## config.mk

```make
export PLATFORM = sky130hd
export DESIGN_NAME = pse_step_ctrl
export DESIGN_NICKNAME = d
export VERILOG_FILES = /design/src/core/pse_pkg.sv /design/src/core/pse_evt_if.sv /design/src/core/pse_classify.sv /design/src/core/pse_irq.sv /design/src/core/pse_step_ctrl.sv
export SDC_FILE = /design/constraint.sdc
export NUM_CORES = 1
export LEC_CHECK = 0
export ABC_AREA = 1
export BUFFER_PORTS_ARGS = -buffer_cell sky130_fd_sc_hd__buf_4
export CAP_MARGIN = 40
export CORE_UTILIZATION = 55
export CTS_CLUSTER_SIZE = 24
export DETAILED_ROUTE_END_ITERATION = 7
export PLACE_DENSITY = 0.83
export SYNTH_ARGS = -nofsm -noshare
export SYNTH_HDL_FRONTEND = slang
export SYNTH_SLANG_ARGS = --single-unit
```

## constraint.sdc

```tcl
create_clock -name clock -period 4.2 [get_ports clock]
set_input_delay 0.84 -clock clock [delete_from_list [all_inputs] [get_ports clock]]
set_output_delay 0.84 -clock clock [all_outputs]
set_load 0.01 [all_outputs]
```

## src/core/pse_pkg.sv

```systemverilog
// Constants, register map and state codes for the step execution controller
package pse_pkg;
  // ==========================================================
  // Register map (word index on the plain register port)
  localparam logic [3:0] PSE_OFF_ENABLE = 4'h0;
  localparam logic [3:0] PSE_OFF_MODE = 4'h1;
  localparam logic [3:0] PSE_OFF_RESUME = 4'h2;
  localparam logic [3:0] PSE_OFF_START_NO = 4'h3;
  localparam logic [3:0] PSE_OFF_CMD = 4'h4;
  localparam logic [3:0] PSE_OFF_STATE = 4'h5;
  localparam logic [3:0] PSE_OFF_IRQ_STATUS = 4'h6;
  localparam logic [3:0] PSE_OFF_IRQ_MASK = 4'h7;
  // ==========================================================
  // Field positions and values
  localparam int PSE_CMD_START_BIT = 0;
  localparam int PSE_IRQ_INVALID_BIT = 0;
  localparam int PSE_IRQ_BUSY_BIT = 1;
  localparam int PSE_IRQ_STOP_BIT = 2;
  localparam int PSE_IRQ_W = 3;
  localparam logic PSE_MODE_DECEL_UNIT = 1'b0;
  localparam logic PSE_MODE_DATA_UNIT = 1'b1;
  localparam logic [1:0] PSE_REQ_NONE = 2'h0;
  localparam logic [1:0] PSE_REQ_CONTINUE = 2'h1;
  localparam logic [1:0] PSE_REQ_RESTART = 2'h2;
  // ==========================================================
  // Reset values
  localparam logic PSE_RST_ENABLE = 1'b0;
  localparam logic PSE_RST_MODE = 1'b0;
  localparam logic [1:0] PSE_RST_RESUME = 2'h0;
  localparam logic [15:0] PSE_RST_START_NO = 16'h0001;
  localparam logic [2:0] PSE_RST_IRQ_MASK = 3'h0;
  // ==========================================================
  // Axis operation state codes
  typedef enum logic [4:0] {
    PSE_ST_STANDING_BY = 5'h00,
    PSE_ST_STOPPED = 5'h01,
    PSE_ST_INTERP = 5'h02,
    PSE_ST_JOG = 5'h03,
    PSE_ST_MPG = 5'h04,
    PSE_ST_ANALYZING = 5'h05,
    PSE_ST_WAIT_SPECIAL = 5'h06,
    PSE_ST_ZERO_RETURN = 5'h07,
    PSE_ST_POS_CTRL = 5'h08,
    PSE_ST_SPEED_CTRL = 5'h09,
    PSE_ST_CHG_SPEED = 5'h0a,
    PSE_ST_CHG_POS = 5'h0b,
    PSE_ST_ERROR = 5'h0c,
    PSE_ST_SERVO_UNCONN = 5'h0d,
    PSE_ST_SERVO_OFF = 5'h0e,
    PSE_ST_STEP_STANDBY = 5'h0f,
    PSE_ST_STEP_STOPPED = 5'h10,
    PSE_ST_STEP_ERROR = 5'h11
  } pse_axis_state_e;
  // Control type of the positioning entry being executed
  typedef enum logic [3:0] {
    PSE_CT_MACHINE_ZERO = 4'h0,
    PSE_CT_FAST_ZERO = 4'h1,
    PSE_CT_LINEAR1 = 4'h2,
    PSE_CT_LINEAR2 = 4'h3,
    PSE_CT_FIXED1 = 4'h4,
    PSE_CT_FIXED2 = 4'h5,
    PSE_CT_CIRCULAR = 4'h6,
    PSE_CT_SPEED = 4'h7,
    PSE_CT_SPD_POS = 4'h8,
    PSE_CT_CUR_CHANGE = 4'h9,
    PSE_CT_JUMP = 4'ha,
    PSE_CT_JOG = 4'hb,
    PSE_CT_MPG = 4'hc
  } pse_ctrl_type_e;
  // Step sequencing phase
  typedef enum logic [2:0] {
    PSE_PH_NORMAL = 3'b000,
    PSE_PH_STEP = 3'b001,
    PSE_PH_STANDBY = 3'b010,
    PSE_PH_STOPPED = 3'b011,
    PSE_PH_ERROR = 3'b100
  } pse_phase_e;
endpackage : pse_pkg

```

## src/core/pse_evt_if.sv

```systemverilog
// Event carrier from the step controller to its interrupt block
`timescale 1ns/1ps
`default_nettype none
interface pse_evt_if;
  logic warn_invalid;
  logic warn_busy;
  logic step_stop;
  modport src (output warn_invalid, output warn_busy, output step_stop);
  modport snk (input warn_invalid, input warn_busy, input step_stop);
endinterface : pse_evt_if
`default_nettype wire

```

## src/core/pse_classify.sv

```systemverilog
// Step permission and resume request decision table
`timescale 1ns/1ps
`default_nettype none
module pse_classify (
  input wire pse_pkg::pse_ctrl_type_e ctrl_type,
  input wire pse_pkg::pse_axis_state_e state,
  input wire logic [1:0] req,
  input wire logic enable,
  output logic permit,
  output logic do_next,
  output logic do_resume,
  output logic warn_invalid,
  output logic warn_busy
);
  import pse_pkg::*;
  // ==========================================================
  // Which control types may be stepped
  always_comb begin
    unique case (ctrl_type)
      PSE_CT_LINEAR1, PSE_CT_LINEAR2, PSE_CT_FIXED1, PSE_CT_FIXED2,
      PSE_CT_CIRCULAR, PSE_CT_SPD_POS, PSE_CT_CUR_CHANGE,
      PSE_CT_JUMP: permit = 1'b1;
      default: permit = 1'b0;
    endcase
  end
  // ==========================================================
  // Resume request against the reported axis state
  always_comb begin
    logic valid_req;
    valid_req = (req == PSE_REQ_CONTINUE) || (req == PSE_REQ_RESTART);
    do_next = 1'b0;
    do_resume = 1'b0;
    warn_invalid = 1'b0;
    warn_busy = 1'b0;
    // Nothing at all happens unless stepping is switched on
    if (valid_req && enable) begin
      unique case (state)
        PSE_ST_STEP_STANDBY: begin
          do_next = (req == PSE_REQ_CONTINUE);
          warn_invalid = (req == PSE_REQ_RESTART);
        end
        PSE_ST_STEP_STOPPED: do_resume = 1'b1;
        PSE_ST_STEP_ERROR: warn_invalid = 1'b1;
        PSE_ST_STANDING_BY, PSE_ST_STOPPED, PSE_ST_ERROR,
        PSE_ST_SERVO_UNCONN, PSE_ST_SERVO_OFF, PSE_ST_INTERP,
        PSE_ST_JOG, PSE_ST_MPG: warn_invalid = 1'b1;
        PSE_ST_ANALYZING, PSE_ST_WAIT_SPECIAL, PSE_ST_ZERO_RETURN,
        PSE_ST_POS_CTRL, PSE_ST_SPEED_CTRL, PSE_ST_CHG_SPEED,
        PSE_ST_CHG_POS: warn_busy = 1'b1;
        default: warn_invalid = 1'b1;
      endcase
    end
  end
endmodule : pse_classify
`default_nettype wire

```

## src/core/pse_irq.sv

```systemverilog
// Sticky event status with mask, read-to-clear, one level interrupt
`timescale 1ns/1ps
`default_nettype none
module pse_irq (
  input wire logic clock,
  input wire logic rst_n,
  pse_evt_if.snk evt,
  input wire logic mask_wr,
  input wire logic [2:0] mask_wdata,
  input wire logic status_rd,
  output logic [2:0] status,
  output logic [2:0] mask,
  output logic irq
);
  import pse_pkg::*;
  logic [2:0] status_reg;
  logic [2:0] status_next;
  logic [2:0] mask_reg;
  logic [2:0] mask_next;
  logic [2:0] set_vec;
  // ==========================================================
  // Status and mask
  always_comb begin
    set_vec = '0;
    set_vec[PSE_IRQ_INVALID_BIT] = evt.warn_invalid;
    set_vec[PSE_IRQ_BUSY_BIT] = evt.warn_busy;
    set_vec[PSE_IRQ_STOP_BIT] = evt.step_stop;
    // An event landing on the clearing read survives it
    status_next = (status_rd ? 3'h0 : status_reg) | set_vec;
    mask_next = mask_wr ? mask_wdata : mask_reg;
  end
  always_ff @(posedge clock or negedge rst_n) begin
    if (!rst_n) begin
      status_reg <= 3'h0;
      mask_reg <= PSE_RST_IRQ_MASK;
    end else begin
      status_reg <= status_next;
      mask_reg <= mask_next;
    end
  end
  assign status = status_reg;
  assign mask = mask_reg;
  assign irq = |(status_reg & mask_reg);
endmodule : pse_irq
`default_nettype wire

```

## src/core/pse_step_ctrl.sv

```systemverilog
// Step execution controller for one positioning axis
`timescale 1ns/1ps
`default_nettype none
module pse_step_ctrl (
  input wire logic clock,
  input wire logic rst_n,
  input wire logic [3:0] reg_addr,
  input wire logic [15:0] reg_wdata,
  input wire logic reg_wr,
  input wire logic reg_rd,
  output logic [15:0] reg_rdata,
  input wire pse_pkg::pse_axis_state_e eng_status,
  input wire pse_pkg::pse_ctrl_type_e eng_ctrl_type,
  input wire logic eng_entry_done,
  input wire logic eng_entry_decel,
  input wire logic eng_stop_halt,
  input wire logic eng_error_halt,
  output logic pos_start,
  output logic [15:0] pos_start_no,
  output logic pos_next,
  output logic pos_resume,
  output logic stop_after_entry,
  output logic irq
);
  import pse_pkg::*;

  // ==========================================================
  // Declarations
  logic enable_reg;
  logic enable_next;
  logic mode_reg;
  logic mode_next;
  logic [1:0] resume_reg;
  logic [1:0] resume_next;
  logic [15:0] start_no_reg;
  logic [15:0] start_no_next;
  logic [15:0] rdata_reg;
  logic [15:0] rdata_next;
  pse_phase_e phase_reg;
  pse_phase_e phase_next;
  logic start_reg;
  logic start_next;
  logic [15:0] start_no_out_reg;
  logic [15:0] start_no_out_next;
  logic next_reg;
  logic next_next;
  logic resume_out_reg;
  logic resume_out_next;
  pse_axis_state_e state_rep;
  logic wr_enable;
  logic wr_mode;
  logic wr_resume;
  logic wr_start_no;
  logic wr_cmd;
  logic wr_mask;
  logic rd_status;
  logic start_cmd;
  logic permit;
  logic do_next;
  logic do_resume;
  logic warn_invalid;
  logic warn_busy;
  logic stepping;
  logic [2:0] irq_status;
  logic [2:0] irq_mask;
  pse_evt_if evt ();

  // ==========================================================
  // Register port decode
  always_comb begin
    wr_enable = reg_wr && (reg_addr == PSE_OFF_ENABLE);
    wr_mode = reg_wr && (reg_addr == PSE_OFF_MODE);
    wr_resume = reg_wr && (reg_addr == PSE_OFF_RESUME);
    wr_start_no = reg_wr && (reg_addr == PSE_OFF_START_NO);
    wr_cmd = reg_wr && (reg_addr == PSE_OFF_CMD);
    wr_mask = reg_wr && (reg_addr == PSE_OFF_IRQ_MASK);
    rd_status = reg_rd && (reg_addr == PSE_OFF_IRQ_STATUS);
    start_cmd = wr_cmd && reg_wdata[PSE_CMD_START_BIT];
  end

  // ==========================================================
  // Software settings
  always_comb begin
    enable_next = wr_enable ? reg_wdata[0] : enable_reg;
    // Bit 0 alone picks the stop point, so only two modes exist
    mode_next = wr_mode ? reg_wdata[0] : mode_reg;
    resume_next = wr_resume ? reg_wdata[1:0] : resume_reg;
    start_no_next = wr_start_no ? reg_wdata : start_no_reg;
  end

  always_ff @(posedge clock or negedge rst_n) begin
    if (!rst_n) begin
      enable_reg <= PSE_RST_ENABLE;
      mode_reg <= PSE_RST_MODE;
      resume_reg <= PSE_RST_RESUME;
      start_no_reg <= PSE_RST_START_NO;
    end else begin
      enable_reg <= enable_next;
      mode_reg <= mode_next;
      resume_reg <= resume_next;
      start_no_reg <= start_no_next;
    end
  end

  // ==========================================================
  // Reported axis operation state
  always_comb begin
    unique case (phase_reg)
      PSE_PH_STANDBY: state_rep = PSE_ST_STEP_STANDBY;
      PSE_PH_STOPPED: state_rep = PSE_ST_STEP_STOPPED;
      PSE_PH_ERROR: state_rep = PSE_ST_STEP_ERROR;
      default: state_rep = eng_status;
    endcase
  end

  // ==========================================================
  // Request evaluation
  // The request is judged against the state as it stands in the
  // cycle of the write, so the write itself is the trigger.
  pse_classify u_classify (
    .ctrl_type(eng_ctrl_type),
    .state(state_rep),
    .req(wr_resume ? reg_wdata[1:0] : PSE_REQ_NONE),
    .enable(enable_reg),
    .permit(permit),
    .do_next(do_next),
    .do_resume(do_resume),
    .warn_invalid(warn_invalid),
    .warn_busy(warn_busy)
  );

  // ==========================================================
  // Stop point selection
  // Combinational so the engine sees the choice in the very cycle
  // it finishes an entry; it may not wait for a register stage.
  always_comb begin
    stepping = enable_reg && (phase_reg == PSE_PH_STEP) && permit;
    if (!stepping) begin
      stop_after_entry = 1'b0;
    end else if (mode_reg == PSE_MODE_DATA_UNIT) begin
      // Overrides continuous path chaining
      stop_after_entry = 1'b1;
    end else begin
      stop_after_entry = eng_entry_decel;
    end
  end

  // ==========================================================
  // Step phase sequencing and engine commands
  always_comb begin
    phase_next = phase_reg;
    start_next = 1'b0;
    start_no_out_next = start_no_out_reg;
    next_next = 1'b0;
    resume_out_next = 1'b0;
    if (start_cmd) begin
      // A fresh start wins over every pending step state
      start_next = 1'b1;
      start_no_out_next = start_no_reg;
      phase_next = enable_reg ? PSE_PH_STEP : PSE_PH_NORMAL;
    end else if (!enable_reg) begin
      phase_next = PSE_PH_NORMAL;
    end else if (do_next) begin
      next_next = 1'b1;
      phase_next = PSE_PH_STEP;
    end else if (do_resume) begin
      resume_out_next = 1'b1;
      phase_next = PSE_PH_STEP;
    end else if (phase_reg == PSE_PH_STEP) begin
      if (eng_error_halt) begin
        phase_next = PSE_PH_ERROR;
      end else if (eng_stop_halt) begin
        phase_next = PSE_PH_STOPPED;
      end else if (eng_entry_done && stop_after_entry) begin
        phase_next = PSE_PH_STANDBY;
      end
    end
  end

  always_ff @(posedge clock or negedge rst_n) begin
    if (!rst_n) begin
      phase_reg <= PSE_PH_NORMAL;
      start_reg <= 1'b0;
      start_no_out_reg <= PSE_RST_START_NO;
      next_reg <= 1'b0;
      resume_out_reg <= 1'b0;
    end else begin
      phase_reg <= phase_next;
      start_reg <= start_next;
      start_no_out_reg <= start_no_out_next;
      next_reg <= next_next;
      resume_out_reg <= resume_out_next;
    end
  end

  assign pos_start = start_reg;
  assign pos_start_no = start_no_out_reg;
  assign pos_next = next_reg;
  assign pos_resume = resume_out_reg;

  // ==========================================================
  // Events and interrupt
  assign evt.warn_invalid = warn_invalid;
  assign evt.warn_busy = warn_busy;
  assign evt.step_stop = (phase_reg == PSE_PH_STEP) &&
    (phase_next != PSE_PH_STEP) && (phase_next != PSE_PH_NORMAL);

  pse_irq u_irq (
    .clock(clock),
    .rst_n(rst_n),
    .evt(evt),
    .mask_wr(wr_mask),
    .mask_wdata(reg_wdata[2:0]),
    .status_rd(rd_status),
    .status(irq_status),
    .mask(irq_mask),
    .irq(irq)
  );

  // ==========================================================
  // Read data, valid in the cycle after the read strobe
  always_comb begin
    rdata_next = 16'h0000;
    if (reg_rd) begin
      unique case (reg_addr)
        PSE_OFF_ENABLE: rdata_next = {15'h0000, enable_reg};
        PSE_OFF_MODE: rdata_next = {15'h0000, mode_reg};
        PSE_OFF_RESUME: rdata_next = {14'h0000, resume_reg};
        PSE_OFF_START_NO: rdata_next = start_no_reg;
        PSE_OFF_STATE: rdata_next = {11'h000, state_rep};
        PSE_OFF_IRQ_STATUS: rdata_next = {13'h0000, irq_status};
        PSE_OFF_IRQ_MASK: rdata_next = {13'h0000, irq_mask};
        default: rdata_next = 16'h0000;
      endcase
    end
  end

  always_ff @(posedge clock or negedge rst_n) begin
    if (!rst_n) begin
      rdata_reg <= 16'h0000;
    end else begin
      rdata_reg <= rdata_next;
    end
  end

  assign reg_rdata = rdata_reg;
endmodule : pse_step_ctrl
`default_nettype wire

```

== After elaboration in Yosys (flattened, before gate mapping) ==
Memories as Yosys holds them, arrays and structs flattened.
Cells that the tools add are included.

* Register bits: 64
* Bits in latches: 0
* Bits in writable memories: 0
* Memory bits (read-only): 16
* Bits of input ports: 37
* Output and inout bits: 37
* Logic and storage cells: 90
* Memories kept: 1

* $add $sub $neg: 0
* $mul: 0
* Divide/modulo/power cells: 0
* Order comparisons: 0
* Eq/ne operators: 23
* Shift operators: 0
* Muxes and demuxes: 32
* Bitwise logic cells: 2
* Reductions and logical operators: 20

{| class="wikitable"
|+ Memory list
! memory !! depth !! bits a word !! rd ports !! clocked after memory_dff !! write ports !! RTL line !! RTL
|-
| (name not given) || 16 || 1 || 1 || 0 || 0 || pse_classify.sv:19 || <nowiki>unique case (ctrl_type)</nowiki>
|}

{| class="wikitable"
|+ Operator list
! cell !! number
|-
| one-hot mux 16 bit (7 select lines) || 1
|-
| 2-to-1 mux 3 bit || 9
|-
| equality test 5 x 4 -> 1 bit, second input constant || 5
|-
| 2-to-1 mux 1 bit || 18
|-
| equality test 4 x 3 -> 1 bit, second input constant || 4
|-
| 2-to-1 mux 16 bit || 1
|-
| equality test 5 x 3 -> 1 bit, second input constant || 3
|-
| one-hot mux 5 bit (3 select lines) || 1
|-
| logical AND 1 bit || 14
|-
| equality test 4 x 2 -> 1 bit, second input constant || 2
|-
| OR reduction 8 bit || 1
|-
| OR reduction 7 bit || 1
|-
| equality test 3 x 2 -> 1 bit, second input constant || 2
|-
| equality test 5 bit, second input constant || 1
|-
| equality test 4 x 1 -> 1 bit, second input constant || 1
|-
| logical NOT 4 bit || 1
|-
| AND 3 bit || 1
|-
| equality test 3 x 1 -> 1 bit, second input constant || 1
|-
| equality test 3 bit, second input constant || 1
|-
| inequality test 3 x 1 -> 1 bit, second input constant || 1
|-
| OR 3 bit || 1
|-
| nonzero test 3 bit || 1
|-
| OR reduction 3 bit || 1
|-
| equality test 2 x 1 -> 1 bit, second input constant || 1
|-
| 4 further kinds || 4
|}

== Logic depth before layout (Yosys ltp) ==
* Depth after elaboration: 17
* Mapped depth: 14
* Mapped depth without buffers: 14

== Hierarchy ==
Synthesis repeated with hierarchy kept, for this count alone.

* Cells, all modules: 342
* Area total of the unflattened synthesis: 2925.3 um2

{| class="wikitable"
|+ By module, submodules not included
! module !! times used !! cells an instance !! area each (um2) !! seq. area each (um2)
|-
| pse_step_ctrl || 1 || 278 || 2503.7 || 1453.9
|-
| pse_irq || 1 || 25 || 237.7 || 150.1
|-
| pse_classify || 1 || 39 || 183.9 || 0.0
|}

== Worst setup path after synthesis ==
No wires, ideal clock.

* Path type: input to register
* Start point: input port reg_addr[3]
* End point: register u_irq.status_reg[2] (netlist: u_irq.status[2])
* Setup time: 0.120 ns
* Arrival: 2.358 ns
* Data required time: 4.080 ns
* Setup slack: 1.721 ns
* Stages: 13
* Buffers on the path: 0
* Cell sequence: nor2_1 > nand2_1 > inv_1 > nand2_1 > nor2_1 > inv_1 > ha_1 > nor2_1 > nand3_1 > nand3_2 > a21oi_2 > nand2_1 > nand2_1

* Cells in the longest elaborated chain, start to end: 15
* Elaborated cells between the ends (all ways): 25
* Classes of those cells: eq/ne (6); mux (9); bitwise (1); reduce/logical (9)

{| class="wikitable"
|+ RTL lines
! item !! RTL line !! RTL
|-
| start: declaration || pse_step_ctrl.sv:7 || <nowiki>input wire logic [3:0] reg_addr,</nowiki>
|-
| equality test 4 x 2 -> 1 bit || pse_step_ctrl.sv:73 || <nowiki>wr_resume = reg_wr && (reg_addr == PSE_OFF_RESUME);</nowiki>
|-
| logical AND 1 bit || pse_step_ctrl.sv:73 ||
|-
| 2-to-1 mux 2 bit || pse_step_ctrl.sv:123 || <nowiki>.req(wr_resume ? reg_wdata[1:0] : PSE_REQ_NONE),</nowiki>
|-
| equality test 2 x 1 -> 1 bit or equality test 2 bit (tied branches) || pse_classify.sv:30, pse_classify.sv:39 ||
|-
| logical OR 1 bit || pse_classify.sv:30 || <nowiki>valid_req = (req == PSE_REQ_CONTINUE) || (req == PSE_REQ_RESTART);</nowiki>
|-
| logical AND 1 bit || pse_classify.sv:36 || <nowiki>if (valid_req && enable) begin</nowiki>
|-
| 2-to-1 mux 1 bit || pse_classify.sv:36 ||
|-
| 2-to-1 mux 3 bit || pse_step_ctrl.sv:166 || <nowiki>end else if (do_resume) begin</nowiki>
|-
| 2-to-1 mux 3 bit || pse_step_ctrl.sv:163 || <nowiki>end else if (do_next) begin</nowiki>
|-
| 2-to-1 mux 3 bit || pse_step_ctrl.sv:161 || <nowiki>end else if (!enable_reg) begin</nowiki>
|-
| 2-to-1 mux 3 bit || pse_step_ctrl.sv:156 || <nowiki>if (start_cmd) begin</nowiki>
|-
| inequality test 3 x 1 -> 1 bit || pse_step_ctrl.sv:206 || <nowiki>(phase_next != PSE_PH_STEP) && (phase_next != PSE_PH_NORMAL);</nowiki>
|-
| logical AND 1 bit || pse_step_ctrl.sv:205 || <nowiki>assign evt.step_stop = (phase_reg == PSE_PH_STEP) &&</nowiki>
|-
| logical AND 1 bit || pse_step_ctrl.sv:206 ||
|-
| OR 3 bit * || pse_irq.sv:29 || <nowiki>status_next = (status_rd ? 3'h0 : status_reg) | set_vec;</nowiki>
|-
| net u_irq.status_next[2] || pse_irq.sv:17 || <nowiki>logic [2:0] status_next;</nowiki>
|-
| end signal: assignment || pse_irq.sv:37 || <nowiki>status_reg <= status_next;</nowiki>
|-
| end: declaration || pse_irq.sv:16 || <nowiki>logic [2:0] status_reg;</nowiki>
|}

Mark *: on every way through the listed nets, which the timed path passes. The rest lies on a longest branch.
A chain may end at the register's enable or synchronous reset.

== Worst setup path in the final report ==
* Start point: input port reg_addr[3]
* End point: register phase_reg[0]

* Cells in the longest elaborated chain, start to end: 11
* Elaborated cells between the ends (all ways): 17
* Classes of those cells: eq/ne (4); mux (8); reduce/logical (5)

{| class="wikitable"
|+ RTL lines
! item !! RTL line !! RTL
|-
| equality test 4 x 2 -> 1 bit || pse_step_ctrl.sv:73 ||
|-
| logical AND 1 bit || pse_step_ctrl.sv:73 ||
|-
| 2-to-1 mux 2 bit || pse_step_ctrl.sv:123 ||
|-
| equality test 2 x 1 -> 1 bit or equality test 2 bit (tied branches) || pse_classify.sv:30, pse_classify.sv:39 ||
|-
| logical OR 1 bit || pse_classify.sv:30 ||
|-
| logical AND 1 bit || pse_classify.sv:36 ||
|-
| 2-to-1 mux 1 bit || pse_classify.sv:36 ||
|-
| 2-to-1 mux 3 bit || pse_step_ctrl.sv:166 ||
|-
| 2-to-1 mux 3 bit || pse_step_ctrl.sv:163 ||
|-
| 2-to-1 mux 3 bit || pse_step_ctrl.sv:161 ||
|-
| 2-to-1 mux 3 bit * || pse_step_ctrl.sv:156 ||
|-
| net phase_next[0] || pse_step_ctrl.sv:40 || <nowiki>pse_phase_e phase_next;</nowiki>
|-
| end signal: assignment || pse_step_ctrl.sv:188 || <nowiki>phase_reg <= phase_next;</nowiki>
|-
| end: declaration || pse_step_ctrl.sv:39 || <nowiki>pse_phase_e phase_reg;</nowiki>
|}

Marks and branches as above.

==> impl_results.md <==
* Status: completed
* Most used DFF post-synth: dfrtp_1
* Initial cell density of the core at between 50% and 60%
* GPL Wtd Cong at approximately 0.9
* Startpoint types: input pin
* Post-synthesis compound-gate area fraction at between 10 and 15%
* CP Capture Type: flip-flop
* Largest net degree at the start of global routing at 65
* Vias/cell at 5.100
* Critical path required time at 4450 ps
* Vias at around 2,400
* Initial antenna violation count at 0
* Root buffer cell: clkbuf_8
* First-pass GRT wire length at 9515 um
* Post-synth net total at between 300 and 400
* Final slew viol count at 0
* Syn Area/Cell at between 8 and 9 um^2
* Remaining antenna violation count after routing at 0
* Row count at 25
* Sink Count at 64
* CTS Hold Buffers Added at 0
* Ys async rst share at 100.0%
* Hold Path Class: reg2reg
* Core ar. at between 0.004 and 0.005 mm^2
* FF+latch count, synth at 64
* Critical path class: in2reg
* EDFF count, synth at 0
* GRT overflow at 0
* DRT Pass-1 Iters at 5
* Peak VDD IR at roughly 300 uV
* Synth Warn # at 0
* DRC at 0
* Post-layout min period at approximately 2600 ps
* TritonCTS clock tree: built
* Sequential area share after synthesis at between 50% and 60%
* Power Internal at between 1 and 1.5 mW
* Diode count at 0
* Power Density at 428.5 mW/mm^2
* Post-Synth Simple-Gate Area at a little under a quarter
* Clock transition at path regs at about 70 ps
* Largest family of logic cells by synthesized area: simple AND/OR/NAND/NOR gates
* Fmax at around 390 MHz
* CTS max path bufs at 2
* Die area at 0.005390 mm^2
* Sw Pwr at about 0.43 mW
* # IOs at 74
* Total power at approximately 1.6 mW
* Post-synth cell types at 28
* Clock power share at between 30 and 40%
* Critical Path Max Stage Delay at around 300 ps
* Commonest non-fill, non-tap cell in the layout: buf_4
* Crit-path slowest cell: nor2_1
* DRT iter0 DRCs at approximately 150
* Routed Wire Length at 6133 um
* Slew margin rel. at ~50%
* Detailed Place HPWL at approximately 4400 um
* Net Sw Frac at 27.43%
* Most frequent cells in the layout: buf_4, nand2_1, dfrtp_1
* Post-CTS setup repair buffer count at 0
* Synth Instances at about 320
* Post-synthesis adder-cell area fraction at less than 1%
* Synthesized cell area at around 0.0028 mm^2
* CTS HTree Levels at 3
* Share of layout cells above drive strength 1 at between 20% and 30%
* Crit path DAT at 2840 ps
* Met2 Wirelength at 3026 um
* Multiplexer share of the synthesized area at 0%
* # nets final at 435
* WL met3 at slightly below 500 um
* Worst path cell trace: buf_4, nor2_1, nand2_1, inv_1, nand2_1, nor2_1, inv_1, ha_1, nor2_1, nand3_1, nand2_1, nor2_1, a21oi_1
* Number of global-route vias before repair at 2,176
* Crit path buffers/inverters at 3
* Die Width at about 73 um
* Static Leak at approximately 1.9 nW
* Final Hold Fails at 0
* Worst path top cell family by delay: simple AND/OR/NAND/NOR gates
* Syn-to-layout area delta at 29.17%
* Die Height at between 70 and 80 um
* Routed len/inst at about 13 um
* Clk_lat worst skew at 340 ps
* XOR/XNOR Fraction of Synth Area at 0%
* Max-cap violation count at 0
* Final setup fails at 0
* Total track usage at roughly 24%
* Fin crit share at 61.77%
* Post-CTS sizing at 0
* Setup Skew at between 5 and 6 ps
* Sequential share of power at between 40% and 50%
* Top Metal Used: met4
* M1 WL at about 2500 um
* I/O Buffers at 73
* CTS buffer count at 9
* Worst-Margin Slew at between 700 and 800 ps
* CP max FO at 6
* RSZ-0062 raised after global routing: no
* Final setup TNS at 0 ps
* Crit-path most repeated cell: nor2_1
* Comb pwr share at approximately 18%
## final cells by class
cell class / instances / area [um^2]
timing repair buffer: 74 / 563.0
sequential: 64 / 1604
clock buffer: 11 / 141.4
multi-input combinational: 202 / 1006
tap: 67 / 83.83
clock inverter: 5 / 56.30
fill: 377 / 1194
inverter: 45 / 168.9
## power groups by stage
stage               logic (mW)  clock network [mW]  registers, mW
floorplan                0.115                   0          0.781
global route             0.306               0.551          0.769
global placement         0.264                   0          0.767
finish                   0.273               0.520          0.760
CTS                      0.276               0.527          0.759
detailed placement       0.274                   0          0.769
## cells by family after synthesis
kind of cell               Yosys count
and+or+nand+nor                    142
DFF                                 64
AOI/OAI and AO/OA                   58
buffers and inverters               52
adders and majority gates            2
## routing by layer
layer,vias up,track usage [%]
met1,1109,30.97
met3,10,7.270
met4,0,9.829
met2,102,37.96
met5,-,0
li1,1166,-
## Yosys cell counts (all sizes together) (2+ instances only)
cell	n	share of area (%)
nand2	69	9.8
a221oi	2	0.62
nor2	50	7.2
o21ai	28	5.0
a21oi	20	3.7
dfrtp	62	55
o22ai	3	0.67
clkbuf	7	0.94
nand4	2	0.45
nor3	2	0.94
dfstp	2	1.9
inv	45	6.0
nand3	18	4.5
ha	2	0.89
## worst paths after layout
kind / from / endpoint / slack (ps) / cells past startpoint
max in group asynchronous: rst_n / mode_reg / 3130 / 1
min in group asynchronous: rst_n / reg_rdata[8] / 570 / 1
setup / recovery: reg_addr[3] / phase_reg[0] / 1610 / 13
hold reg to reg: pos_start_no[0] / pos_start_no[0] / 470 / 2
setup reg to reg: phase_reg[0] / u_irq.status[2] / 2510 / 12
hold / removal: pos_start_no[0] / pos_start_no[0] / 470 / 2
## through the flow
stage          utilization [%]  instance area, um^2  setup slack, ps  hold slack [ps]  instances
2_1_floorplan                -                 2805             1721            441.9        318
3_3_place_gp             70.81                 3411             1468            455.9        451
3_5_place_dp             71.12                 3426             1328            463.6        452
4_1_cts                  75.22                 3623             1670            470.4        468
5_1_grt                  75.22                 3623             1413            493.0        468
6_report                 75.22                 3623             1606            466.3        468
## tightest hold or removal path: stages (launching register included)
cell	delay, ps
dfstp_2	370
nand2_1	50
nand2_1	40
Power figures use the tool's default switching activity.
